==> config.mk <==
export PLATFORM = sky130hd
export DESIGN_NAME = crps_sequencer
export DESIGN_NICKNAME = d
export VERILOG_FILES = /design/src/crps_spi_byte.v /design/src/crps_sequencer.v
export VERILOG_INCLUDE_DIRS = /design/src
export SDC_FILE = /design/constraint.sdc
export NUM_CORES = 1
export LEC_CHECK = 0
export ABC_AREA = 1
export BUFFER_PORTS_ARGS = -buffer_cell sky130_fd_sc_hd__clkbuf_2
export CORE_MARGIN = 2
export CORE_UTILIZATION = 58
export CTS_BUF_LIST = sky130_fd_sc_hd__clkbuf_8 sky130_fd_sc_hd__clkbuf_16
export DETAILED_ROUTE_END_ITERATION = 8
export MAX_ROUTING_LAYER = met4
export PLACE_DENSITY = 0.83
export RECOVER_POWER = 100
export REMOVE_ABC_BUFFERS = 1
export SYNTH_ARGS = -nofsm -noshare
export SYNTH_HDL_FRONTEND = slang
export SYNTH_SLANG_ARGS = --single-unit
==> constraint.sdc <==
create_clock -name mclk -period 2.44 [get_ports mclk]
set_clock_uncertainty 0.1 [all_clocks]
set_input_delay 0 -clock mclk [delete_from_list [all_inputs] [get_ports mclk]]
set_output_delay 0 -clock mclk [all_outputs]
set_load 0.01 [all_outputs]
==> src/crps_regs.vh <==
// register map, field positions and timing constants of the config sequencer
`ifndef CRPS_REGS_VH
`define CRPS_REGS_VH

// sub-addresses on the board bus
`define CRPS_REG_CMD 5'h06
`define CRPS_REG_REBOOT 5'h07
`define CRPS_REG_STATUS 5'h11

// config_command fields
`define CRPS_CMD_TGT_HI 10
`define CRPS_CMD_TGT_LO 9
`define CRPS_CMD_EXEC 8
`define CRPS_CMD_SRAM_SEL 7
`define CRPS_CMD_OP_HI 6
`define CRPS_CMD_OP_LO 3
`define CRPS_CMD_RESET 16'h0000

// config_status fields
`define CRPS_STAT_IDLE 15

// targets and opcodes
`define CRPS_TGT_PRIMARY 2'h1
`define CRPS_TGT_SECONDARY 2'h2
`define CRPS_TGT_CENTRAL 2'h3
`define CRPS_OP_PROG_PRIMARY 4'h0
`define CRPS_OP_PROG_SECONDARY 4'h1
`define CRPS_OP_PROG_CENTRAL 4'h2
`define CRPS_OP_READ_PRIMARY 4'h3
`define CRPS_OP_READ_SECONDARY 4'h4
`define CRPS_OP_READ_CENTRAL 4'h5

// reboot key sequence in reboot_control bits 2..0
`define CRPS_KEY_A 3'h5
`define CRPS_KEY_B 3'h2
`define CRPS_REBOOT_RESET 16'h0000

// serial flash command bytes and status ready bit
`define CRPS_FL_WRITE 8'h02
`define CRPS_FL_READ 8'h03
`define CRPS_FL_STATUS 8'h05
`define CRPS_FL_READY_BIT 7

// timing
`define CRPS_MCLK_MHZ 20
`define CRPS_REBOOT_NS 1000
`define CRPS_REBOOT_CYCLES ((`CRPS_REBOOT_NS * `CRPS_MCLK_MHZ + 999) / 1000)
`define CRPS_SPI_HALF 4

`endif

==> src/crps_spi_byte.v <==
// one-byte serial shifter, mode 0, for the configuration flash
`timescale 1ns/1ps
`default_nettype none
module crps_spi_byte #(
  parameter HALF = 4
) (
  // clock and reset
  input wire mclk,
  input wire srst,
  // byte request
  input wire start,
  input wire [7:0] tx_byte,
  output reg done,
  output reg [7:0] rx_byte,
  // serial pins
  output reg sclk,
  output wire mosi,
  input wire miso
);

  reg miso_m_reg;
  reg miso_s_reg;
  reg active_reg;
  reg [7:0] shift_reg;
  reg [2:0] bit_reg;
  reg [7:0] cnt_reg;

  // miso is a pin: two flops before use; half period must exceed sync delay
  always @(posedge mclk) begin
    miso_m_reg <= miso;
    miso_s_reg <= miso_m_reg;
  end

  assign mosi = shift_reg[7];

  // sample on rising sclk, shift on falling sclk
  always @(posedge mclk) begin
    if (srst) begin
      active_reg <= 1'b0;
      shift_reg <= 8'h00;
      bit_reg <= 3'h0;
      cnt_reg <= 8'h00;
      sclk <= 1'b0;
      done <= 1'b0;
      rx_byte <= 8'h00;
    end else begin
      done <= 1'b0;
      if (!active_reg) begin
        if (start) begin
          active_reg <= 1'b1;
          shift_reg <= tx_byte;
          bit_reg <= 3'h0;
          cnt_reg <= 8'h00;
        end
      end else if (cnt_reg == HALF - 1) begin
        cnt_reg <= 8'h00;
        sclk <= ~sclk;
        if (!sclk) begin
          rx_byte <= {rx_byte[6:0], miso_s_reg};
        end else begin
          shift_reg <= {shift_reg[6:0], 1'b0};
          bit_reg <= bit_reg + 3'h1;
          if (bit_reg == 3'h7) begin
            active_reg <= 1'b0;
            done <= 1'b1;
          end
        end
      end else begin
        cnt_reg <= cnt_reg + 8'h01;
      end
    end
  end

endmodule // crps_spi_byte
`default_nettype wire

==> src/crps_sequencer.v <==
// flash program/readback sequencer with idle flag and reboot key
`timescale 1ns/1ps
`default_nettype none
`include "crps_regs.vh"

// Summary of operation
// - Idle flag stays low during a program until all staged data is stored.
// - A read opcode copies the whole flash image to SRAM before idle rises.
// - Writing 101, 010, 101 into reboot bits 2..0 starts a reload of all FPGAs.
// - Reboot reloads all three FPGAs together; no single-FPGA reload exists.
// - An opcode starts only on a zero-to-one change of command bit 8.
// - Status bit 15 is one exactly when the sequencer is idle.
// - Command bits 10..9 pick the flash: 1 primary, 2 secondary, 3 central.
// - With command bit 7 set host accesses go to SRAM and no opcode starts.
module crps_sequencer #(
  parameter AW = 22,
  parameter IMAGE_WORDS = 4194304,
  parameter [14:0] FW_VERSION = 15'h0001 // arbitrary value
) (
  // clock and reset
  input wire mclk,
  input wire srst,
  // register port from the board-bus slave
  input wire [4:0] reg_addr,
  input wire reg_wr,
  input wire [15:0] reg_wdata,
  output reg [15:0] reg_rd_data,
  // staging sram
  output reg [AW-1:0] sram_addr_reg,
  output reg sram_rd_reg,
  output reg sram_we_reg,
  output reg [15:0] sram_wdata_reg,
  input wire [15:0] sram_rdata,
  output reg sram_host_sel_reg,
  // configuration flash, one select per fpga
  output reg [2:0] flash_cs_n_reg,
  output reg flash_sclk_reg,
  output reg flash_mosi_reg,
  input wire flash_miso,
  // reload of all fpgas
  output reg fpga_reload_reg
);

  localparam [2:0] ST_IDLE = 3'h0;
  localparam [2:0] ST_FETCH = 3'h1;
  localparam [2:0] ST_SEND = 3'h2;
  localparam [2:0] ST_POLL = 3'h3;
  localparam [2:0] ST_READ = 3'h4;
  localparam [2:0] ST_GAP = 3'h5;
  localparam [31:0] LAST_WORD_W = IMAGE_WORDS - 1;
  localparam [AW-1:0] LAST_WORD = LAST_WORD_W[AW-1:0]; // cut on purpose to the word counter
  localparam [31:0] RELOAD_LAST_W = `CRPS_REBOOT_CYCLES - 1;
  reg [15:0] cmd_reg, reboot_reg;
  reg exec_prev_reg;
  reg [2:0] state_reg, gap_next_reg;
  reg [AW-1:0] word_reg;
  reg [15:0] data_reg;
  reg [2:0] idx_reg;
  reg hi_reg, wait_reg, fetch_wait_reg, read_job_reg;
  reg [1:0] tgt_reg, key_stage_reg;
  reg [7:0] reload_cnt_reg;
  reg spi_start_reg;
  reg [7:0] spi_tx_reg;
  wire spi_done, spi_sclk, spi_mosi;
  wire [7:0] spi_rx;
  wire [3:0] op;
  wire [1:0] tgt;
  wire op_prog, op_read, start;
  wire [23:0] fl_addr;
  reg [7:0] frame_byte;
  assign op = cmd_reg[`CRPS_CMD_OP_HI:`CRPS_CMD_OP_LO];
  assign tgt = cmd_reg[`CRPS_CMD_TGT_HI:`CRPS_CMD_TGT_LO];
  assign op_prog = (op <= `CRPS_OP_PROG_CENTRAL);
  assign op_read = (op >= `CRPS_OP_READ_PRIMARY) && (op <= `CRPS_OP_READ_CENTRAL);
  // edge only, idle only, never while sram is selected, real target only
  assign start = cmd_reg[`CRPS_CMD_EXEC] & ~exec_prev_reg
               & (state_reg == ST_IDLE)
               & ~cmd_reg[`CRPS_CMD_SRAM_SEL]
               & (tgt != 2'h0) & (op_prog | op_read);
  // flash byte address of the current word
  assign fl_addr = {{(23-AW){1'b0}}, word_reg, 1'b0};
  // bytes of a write or read frame; latched job kind, so a host rewrite mid-job cannot switch it
  always @* begin
    case (idx_reg)
      3'h0: frame_byte = read_job_reg ? `CRPS_FL_READ : `CRPS_FL_WRITE;
      3'h1: frame_byte = fl_addr[23:16];
      3'h2: frame_byte = fl_addr[15:8];
      3'h3: frame_byte = fl_addr[7:0];
      3'h4: frame_byte = read_job_reg ? 8'h00 : data_reg[15:8];
      3'h5: frame_byte = read_job_reg ? 8'h00 : data_reg[7:0];
      default: frame_byte = 8'h00;
    endcase
  end

  crps_spi_byte #(.HALF(`CRPS_SPI_HALF)) u_spi (
    .mclk(mclk),
    .srst(srst),
    .start(spi_start_reg),
    .tx_byte(spi_tx_reg),
    .done(spi_done),
    .rx_byte(spi_rx),
    .sclk(spi_sclk),
    .mosi(spi_mosi),
    .miso(flash_miso)
  );

  // registers, read mux and reboot key detector
  always @(posedge mclk) begin
    if (srst) begin
      cmd_reg <= `CRPS_CMD_RESET;
      reboot_reg <= `CRPS_REBOOT_RESET;
      exec_prev_reg <= 1'b0;
      key_stage_reg <= 2'h0;
      reload_cnt_reg <= 8'h00;
      fpga_reload_reg <= 1'b0;
      reg_rd_data <= 16'h0000;
      sram_host_sel_reg <= 1'b0;
    end else begin
      exec_prev_reg <= cmd_reg[`CRPS_CMD_EXEC];
      sram_host_sel_reg <= cmd_reg[`CRPS_CMD_SRAM_SEL];
      if (reg_wr && reg_addr == `CRPS_REG_CMD) begin
        cmd_reg <= reg_wdata;
      end
      if (reload_cnt_reg != 8'h00) begin
        reload_cnt_reg <= reload_cnt_reg - 8'h01;
      end else begin
        fpga_reload_reg <= 1'b0;
      end
      // a wrong value restarts the key; a lone first value counts as step one
      if (reg_wr && reg_addr == `CRPS_REG_REBOOT) begin
        reboot_reg <= reg_wdata;
        if (reg_wdata[2:0] == `CRPS_KEY_A && key_stage_reg == 2'h2) begin
          key_stage_reg <= 2'h0;
          fpga_reload_reg <= 1'b1;
          reload_cnt_reg <= RELOAD_LAST_W[7:0];
        end else if (reg_wdata[2:0] == `CRPS_KEY_B && key_stage_reg == 2'h1) begin
          key_stage_reg <= 2'h2;
        end else if (reg_wdata[2:0] == `CRPS_KEY_A) begin
          key_stage_reg <= 2'h1;
        end else begin
          key_stage_reg <= 2'h0;
        end
      end
      // unmapped sub-addresses read zero
      case (reg_addr)
        `CRPS_REG_CMD: reg_rd_data <= cmd_reg;
        `CRPS_REG_REBOOT: reg_rd_data <= reboot_reg;
        `CRPS_REG_STATUS: reg_rd_data <= {(state_reg == ST_IDLE), FW_VERSION};
        default: reg_rd_data <= 16'h0000;
      endcase
    end
  end

  // transfer engine: program writes one word per frame then polls ready
  always @(posedge mclk) begin
    if (srst) begin
      state_reg <= ST_IDLE;
      gap_next_reg <= ST_IDLE;
      word_reg <= {AW{1'b0}};
      data_reg <= 16'h0000;
      idx_reg <= 3'h0;
      hi_reg <= 1'b0;
      wait_reg <= 1'b0;
      fetch_wait_reg <= 1'b0;
      tgt_reg <= 2'h0;
      read_job_reg <= 1'b0;
      spi_start_reg <= 1'b0;
      spi_tx_reg <= 8'h00;
      flash_cs_n_reg <= 3'h7;
      flash_sclk_reg <= 1'b0;
      flash_mosi_reg <= 1'b0;
      sram_addr_reg <= {AW{1'b0}};
      sram_rd_reg <= 1'b0;
      sram_we_reg <= 1'b0;
      sram_wdata_reg <= 16'h0000;
    end else begin
      spi_start_reg <= 1'b0;
      sram_rd_reg <= 1'b0;
      sram_we_reg <= 1'b0;
      flash_sclk_reg <= spi_sclk;
      flash_mosi_reg <= spi_mosi;
      case (state_reg)
        ST_IDLE: begin
          if (start) begin
            tgt_reg <= tgt;
            read_job_reg <= op_read;
            word_reg <= {AW{1'b0}};
            idx_reg <= 3'h0;
            hi_reg <= 1'b1;
            state_reg <= op_read ? ST_GAP : ST_FETCH;
            gap_next_reg <= ST_READ;
          end
        end
        ST_FETCH: begin
          // sram data is taken one cycle after the read strobe
          if (!fetch_wait_reg) begin
            sram_addr_reg <= word_reg;
            sram_rd_reg <= 1'b1;
            fetch_wait_reg <= 1'b1;
          end else if (!sram_rd_reg) begin
            data_reg <= sram_rdata;
            fetch_wait_reg <= 1'b0;
            idx_reg <= 3'h0;
            state_reg <= ST_GAP;
            gap_next_reg <= ST_SEND;
          end
        end
        ST_GAP: begin
          // one cycle with all selects high separates frames
          flash_cs_n_reg <= ~(3'h1 << (tgt_reg - 2'h1));
          state_reg <= gap_next_reg;
        end
        ST_SEND: begin
          if (!wait_reg) begin
            spi_tx_reg <= frame_byte;
            spi_start_reg <= 1'b1;
            wait_reg <= 1'b1;
          end else if (spi_done) begin
            wait_reg <= 1'b0;
            idx_reg <= idx_reg + 3'h1;
            if (idx_reg == 3'h5) begin
              flash_cs_n_reg <= 3'h7;
              idx_reg <= 3'h0;
              state_reg <= ST_GAP;
              gap_next_reg <= ST_POLL;
            end
          end
        end
        ST_POLL: begin
          // idle stays low until the flash reports the write stored
          if (!wait_reg) begin
            spi_tx_reg <= (idx_reg == 3'h0) ? `CRPS_FL_STATUS : 8'h00;
            spi_start_reg <= 1'b1;
            wait_reg <= 1'b1;
          end else if (spi_done) begin
            wait_reg <= 1'b0;
            idx_reg <= 3'h1;
            if (idx_reg != 3'h0) begin
              flash_cs_n_reg <= 3'h7;
              idx_reg <= 3'h0;
              state_reg <= ST_GAP;
              gap_next_reg <= ST_POLL;
              if (spi_rx[`CRPS_FL_READY_BIT]) begin
                if (word_reg == LAST_WORD) begin
                  state_reg <= ST_IDLE;
                end else begin
                  word_reg <= word_reg + {{(AW-1){1'b0}}, 1'b1};
                  state_reg <= ST_FETCH;
                end
              end
            end
          end
        end
        ST_READ: begin
          // one continuous frame streams the whole image into sram
          if (!wait_reg) begin
            spi_tx_reg <= frame_byte;
            spi_start_reg <= 1'b1;
            wait_reg <= 1'b1;
          end else if (spi_done) begin
            wait_reg <= 1'b0;
            if (idx_reg != 3'h4) begin
              idx_reg <= idx_reg + 3'h1;
            end else if (hi_reg) begin
              data_reg[15:8] <= spi_rx;
              hi_reg <= 1'b0;
            end else begin
              hi_reg <= 1'b1;
              sram_addr_reg <= word_reg;
              sram_wdata_reg <= {data_reg[15:8], spi_rx};
              sram_we_reg <= 1'b1;
              word_reg <= word_reg + {{(AW-1){1'b0}}, 1'b1};
              if (word_reg == LAST_WORD) begin
                flash_cs_n_reg <= 3'h7;
                state_reg <= ST_IDLE;
              end
            end
          end
        end
        default: begin
          state_reg <= ST_IDLE;
        end
      endcase
    end
  end

endmodule // crps_sequencer
`default_nettype wire

==> results of run 1 <==
[final timing paths]
path	endpoint	slack, ps	cells past startpoint
setup / recovery	data_reg[8]	210	6
hold / removal	flash_cs_n_reg[2]	40	4
setup reg to reg	data_reg[8]	210	6
hold reg to reg	u_spi.miso_s_reg	240	0
[logic make-up (layout without fill, tap and decap cells)]
family	Yosys count	count (layout)	synth area share, %
AND/OR/NAND/NOR	533	533	25.54
buffers and inverters	166	311	7.727
adder cells (fa/ha/maj)	14	14	1.978
AO/OA/AOI/OAI	294	294	18.07
flip-flops	200	200	45.20
XOR/XNOR	15	15	1.483
[metal layers]
metal / track usage, % / part of all wire [%] / vias up
li1: - / - / 4273
met1: 34.75 / 42 / 3932
met2: 48.73 / 48 / 320
met3: 5.360 / 5.8 / 95
met4: 13.57 / 4.0 / 0
met5: - / 0 / -
[synthesized netlist by cell type (4+ instances only)]
master    count  area (um^2)
o21ai_0     126        630.6
nand2_2       8        50.05
nor2_1      205        769.5
o22ai_1      11        68.82
inv_1       105        394.1
inv_2         4        15.01
buf_2        14        70.07
nand4_1      14        87.58
nor2_2        7        43.79
ha_1         14        175.2
and3_1        7        43.79
nand2_1     210        788.3
clkbuf_1     31        116.4
nand3_1      59        295.3
nand3b_1      4        30.03
a22oi_1      14        105.1
dfxtp_1     200         4004
a21oi_1     116        580.6
xor2_1       12        105.1
a41oi_1       8        70.07
nor3_1        8        40.04
nor2_4        4        45.04
[worst max-delay path, cell delays in order (launching register included)]
cell     delay, ps
dfxtp_1        500
nand2_1        120
nor2_1         310
o21ai_0        250
nor3_4         450
o21ai_0        220
a21oi_1        200
[where the power goes]
group,switching [uW],internal (uW),total (uW)
logic,1710,908,2620
clock network,1370,1580,2950
registers,396,3800,4190
[metrics by stage]
step	hold slack, ps	worst slack (ps)	util [%]
2_1_floorplan	-72.28	466.2	-
3_3_place_gp	3.430	408.5	63.26
3_5_place_dp	12.33	338.7	63.26
4_1_cts	19.49	312.3	70.48
5_1_grt	93.24	24.28	69.57
6_report	44.05	214.2	69.57
[area by class of cell]
cell class,count,area (um^2),area share [%]
multi-input combinational,856,4141,39.60
sequential,200,4004,38.28
timing repair buffer,166,1017,9.726
inverter,113,426.7,4.079
clock buffer,17,425.4,4.067
tap,188,235.2,2.249
clock inverter,15,209.0,1.998
[cells in the final DEF, fill, tap and decap left out, drive strengths merged, types with 3 or more instances in the layout]
cell type	synthesis	layout
inv	110	116
buf	22	10
clkbuf	31	128
o2111ai	3	3
and3	7	7
o211ai	3	3
ha	14	14
a41oi	8	8
a21oi	119	119
nand3	61	61
nand4	14	14
o22ai	11	11
nor3	9	9
nor2	216	216
nand2	218	218
dlygate4sd3	0	45
xor2	12	12
dfxtp	200	200
clkinv	3	9
xnor2	3	3
a22oi	14	14
o21ai	131	131
nand3b	4	4
==> impl_metrics.env, run 1 <==
export IMPL_wl_um=22880
export IMPL_hold_viol=0
export IMPL_rows=45
export IMPL_cp_startpoint="state_reg[0]"
export IMPL_nFillCells=1253
export IMPL_rsz0062_at_grt="false"
export IMPL_finalNonFillerCells=1555
export IMPL_avgViaCountPerCell=5.543
export IMPL_num_nets_final=1409
export IMPL_worstMarginPinSlew_ps=1583
export IMPL_violations="max-capacitance violations, max-slew violations"
export IMPL_max_freq_ghz=0.4493
export IMPL_grt_pass1_wl_um=37920
export IMPL_clock_latency_ps=450
export IMPL_drcViolationCount=0
export IMPL_grt_use_total_pct=29.38
export IMPL_slew_headroom_pct=-5.536
export IMPL_antenna_left=0
export IMPL_dieHeight_um=127.6
export IMPL_clkTransAtPathRegs_ps=70
export IMPL_fin_setup_tns_ps=0
export IMPL_numPlacedInstances=1478
export IMPL_cts_tree="yes"
export IMPL_dieWidth_um=127.6
export IMPL_ys_seq_elements=200
export IMPL_dr_first_iter_drc_count=802
export IMPL_postCtsSetupBuffers=0
export IMPL_clockBufferDepth=2
export IMPL_ys_async_sr_fraction_pct=0
export IMPL_ys_seq_area_share_pct=45.20
export IMPL_cts_resized=0
export IMPL_dpl_cell_area_um2=9510
export IMPL_vias=8620
export IMPL_ios=104
export IMPL_area_growth_pct=18.08
export IMPL_power_total_uw=9761
export IMPL_cp_required_ps=2700
export IMPL_holdCritStartpoint="srst"
export IMPL_io_buffers=103
export IMPL_cp_end_kind="flip-flop"
export IMPL_hpwl_um=14370
export IMPL_cts_root_buffer="clkbuf_16"
export IMPL_leakagePower_uw=0.004024
export IMPL_clkSinkCount=200
export IMPL_ys_flop_type="dfxtp_1"
export IMPL_die_area_um2=16280
export IMPL_initial_core_util_pct=58.92
export IMPL_synth_edf_count=0
export IMPL_ys_warn_count=0
export IMPL_place_congestion=0.9341
export IMPL_numCtsBuffers=17
export IMPL_grt_ovfl_total=0
export IMPL_synth_avg_cell_area_um2=7.248
export IMPL_hp_class="input port to flip-flop"
export IMPL_rr_startpoint="state_reg[0]"
export IMPL_drtPass1Iterations=5
export IMPL_coreArea_um2=15030
export IMPL_critPathMaxFanout=16
export IMPL_peakVddDrop_uv=530.3
export IMPL_worstPathArrival_ps=2490
export IMPL_period_share_pct=91.22
export IMPL_min_period_ps=2226
export IMPL_drive_gt1_share_pct=7.901
export IMPL_htreeDepth=4
export IMPL_avgRoutedWirePerCell_um=14.71
export IMPL_grt_start_max_net_pins=125
export IMPL_status="finished with violations"
export IMPL_syn_area_um2=8857
export IMPL_setup_viol=0
export IMPL_synth_cell_types=44
export IMPL_stdcell_area_um2=10460
export IMPL_slew_violations=72
export IMPL_n_antenna_cell=0
export IMPL_critPathLaunchType="flip-flop"
export IMPL_hold_buffers=45
export IMPL_antenna_found_initial=0
export IMPL_power_density_nw_per_um2=933.3
export IMPL_path_class="flip-flop to flip-flop"
export IMPL_synthCells=1222
export IMPL_grt_pass1_vias=8162
export IMPL_max_cap_violations=1
Power figures use the tool's default switching activity.
==> run 2, diff against run 1 <==
REMOVE_ABC_BUFFERS = default   (was 1)
==> impl_metrics.env, run 2 (same netlist as run 1, synthesis figures left out) <==
export IMPL_status="finished, final reports clean"
export IMPL_io_buffers=103
export IMPL_synth_nets=1277
export IMPL_grt_ovfl_total=0
export IMPL_grt_pass1_wl_um=37080
export IMPL_rsz0062_at_grt="false"
export IMPL_ios=104
export IMPL_clock_latency_ps=450
export IMPL_hp_class="input port to flip-flop"
export IMPL_worstPathArrival_ps=2460
export IMPL_path_class="flip-flop to flip-flop"
export IMPL_peakVddDrop_uv=654.2
export IMPL_n_antenna_cell=0
export IMPL_die_area_um2=16280
export IMPL_worstMarginPinSlew_ps=826.5
export IMPL_grt_start_max_net_pins=125
export IMPL_dr_first_iter_drc_count=720
export IMPL_cts_root_buffer="clkbuf_16"
export IMPL_final_cell_mix="nand2_1 (215), nor2_1 (207), dfxtp_1 (200)"
export IMPL_max_freq_ghz=0.4418
export IMPL_rows=45
export IMPL_coreArea_um2=15030
export IMPL_dieWidth_um=127.6
export IMPL_final_common_cell="nand2_1"
export IMPL_hold_viol=0
export IMPL_dieHeight_um=127.6
export IMPL_num_nets_final=1412
export IMPL_drive_gt1_share_pct=8.102
export IMPL_wl_um=22380
export IMPL_clkSinkCount=200
export IMPL_cp_end_kind="flip-flop"
export IMPL_initial_core_util_pct=58.92
export IMPL_grt_use_total_pct=28.83
export IMPL_htreeDepth=4
export IMPL_numCtsBuffers=17
export IMPL_grt_pass1_vias=7749
export IMPL_avgViaCountPerCell=5.468
export IMPL_cts_tree="yes"
export IMPL_max_cap_violations=0
export IMPL_fin_setup_tns_ps=0
export IMPL_critPathMaxFanout=25
export IMPL_drcViolationCount=0
export IMPL_avgRoutedWirePerCell_um=14.37
export IMPL_power_density_nw_per_um2=939.2
export IMPL_clockBufferDepth=2
export IMPL_antenna_found_initial=0
export IMPL_drtPass1Iterations=5
export IMPL_hpwl_um=14440
export IMPL_fin_util_pct=69.87
export IMPL_slew_violations=0
export IMPL_cp_required_ps=2640
export IMPL_place_congestion=0.9330
export IMPL_clkTransAtPathRegs_ps=70
export IMPL_vias=8519
export IMPL_slew_headroom_pct=44.90
export IMPL_leakagePower_uw=0.004045
export IMPL_area_growth_pct=18.59
export IMPL_period_share_pct=92.77
export IMPL_holdWs_ps=104.8
export IMPL_antenna_left=0
export IMPL_min_period_ps=2264
export IMPL_setup_viol=0
export IMPL_critPathLaunchType="flip-flop"
run 2: cell count changes in the layout (fill, tap and decap cells not counted), moves of 2 or more:
cell and change:
bufinv_16 +2, dlygate4sd3_1 +3, inv_6 +2, clkbuf_1 -3, buf_4 +3, clkinv_8 -4
run 2: critical path, cell delays in order, from the launching register on:
cell and delay, ps:
dfxtp_1 430, ha_1 260, nand2_1 110, nor2_2 220, nand2_1 120, nor2_2 200, nand3_2 130, nand3_4 270
inv_6 140, nand2_1 110, a21oi_2 50
run 2: routing by layer:
layer | GRT usage, % | up-vias | part of all wire (%)
met4 | 9.696 | 0 | 1.9
li1 | - | 4286 | -
met3 | 5.235 | 31 | 6.5
met5 | - | - | 0
met1 | 37.50 | 3894 | 45
met2 | 45.61 | 308 | 47
run 2: final timing paths:
kind	from	to	slack, ps	cells after the start
setup / recovery	word_reg[0]	word_reg[15]	180	10
hold / removal	flash_miso	u_spi.miso_m_reg	100	2
setup reg to reg	word_reg[0]	word_reg[15]	180	10
hold reg to reg	u_spi.miso_m_reg	u_spi.miso_s_reg	230	0
run 2: metrics by stage:
stage | total power [uW] | instances | setup WS, ps | instance area, um^2
detailed placement | 6815 | 1478 | 191.5 | 9510
global route | 10420 | 1558 | 7.493 | 10500
floorplan | 6087 | 1222 | 563.6 | 8857
global placement | 6739 | 1478 | 291.7 | 9510
CTS | 9946 | 1558 | 163.6 | 10640
finish | 9865 | 1558 | 176.4 | 10500
run 2: repair_timing:
action / CTS / global route
gates resized for setup: 0 / 1
endpoints found under the hold margin: 54 / 0
endpoints found under the setup margin: 0 / 11
hold buffers: 48 / 0
buffers inserted: 0 / 0
run 2: power by group:
| part | switching (uW) | total (uW) | internal (uW) |
|---|---|---|---|
| logic | 1700 | 2590 | 894 |
| clock network | 1320 | 3090 | 1770 |
| registers | 389 | 4190 | 3800 |
| total | 3400 | 9870 | 6460 |
run 2: final cells by class:
cell class / count / area (um^2)
inverter: 113 / 429.2
clock buffer: 18 / 439.2
clock inverter: 14 / 207.7
multi-input combinational: 856 / 4143
fill: 1263 / 4529
timing repair buffer: 169 / 1046
sequential: 200 / 4004
tap: 188 / 235.2
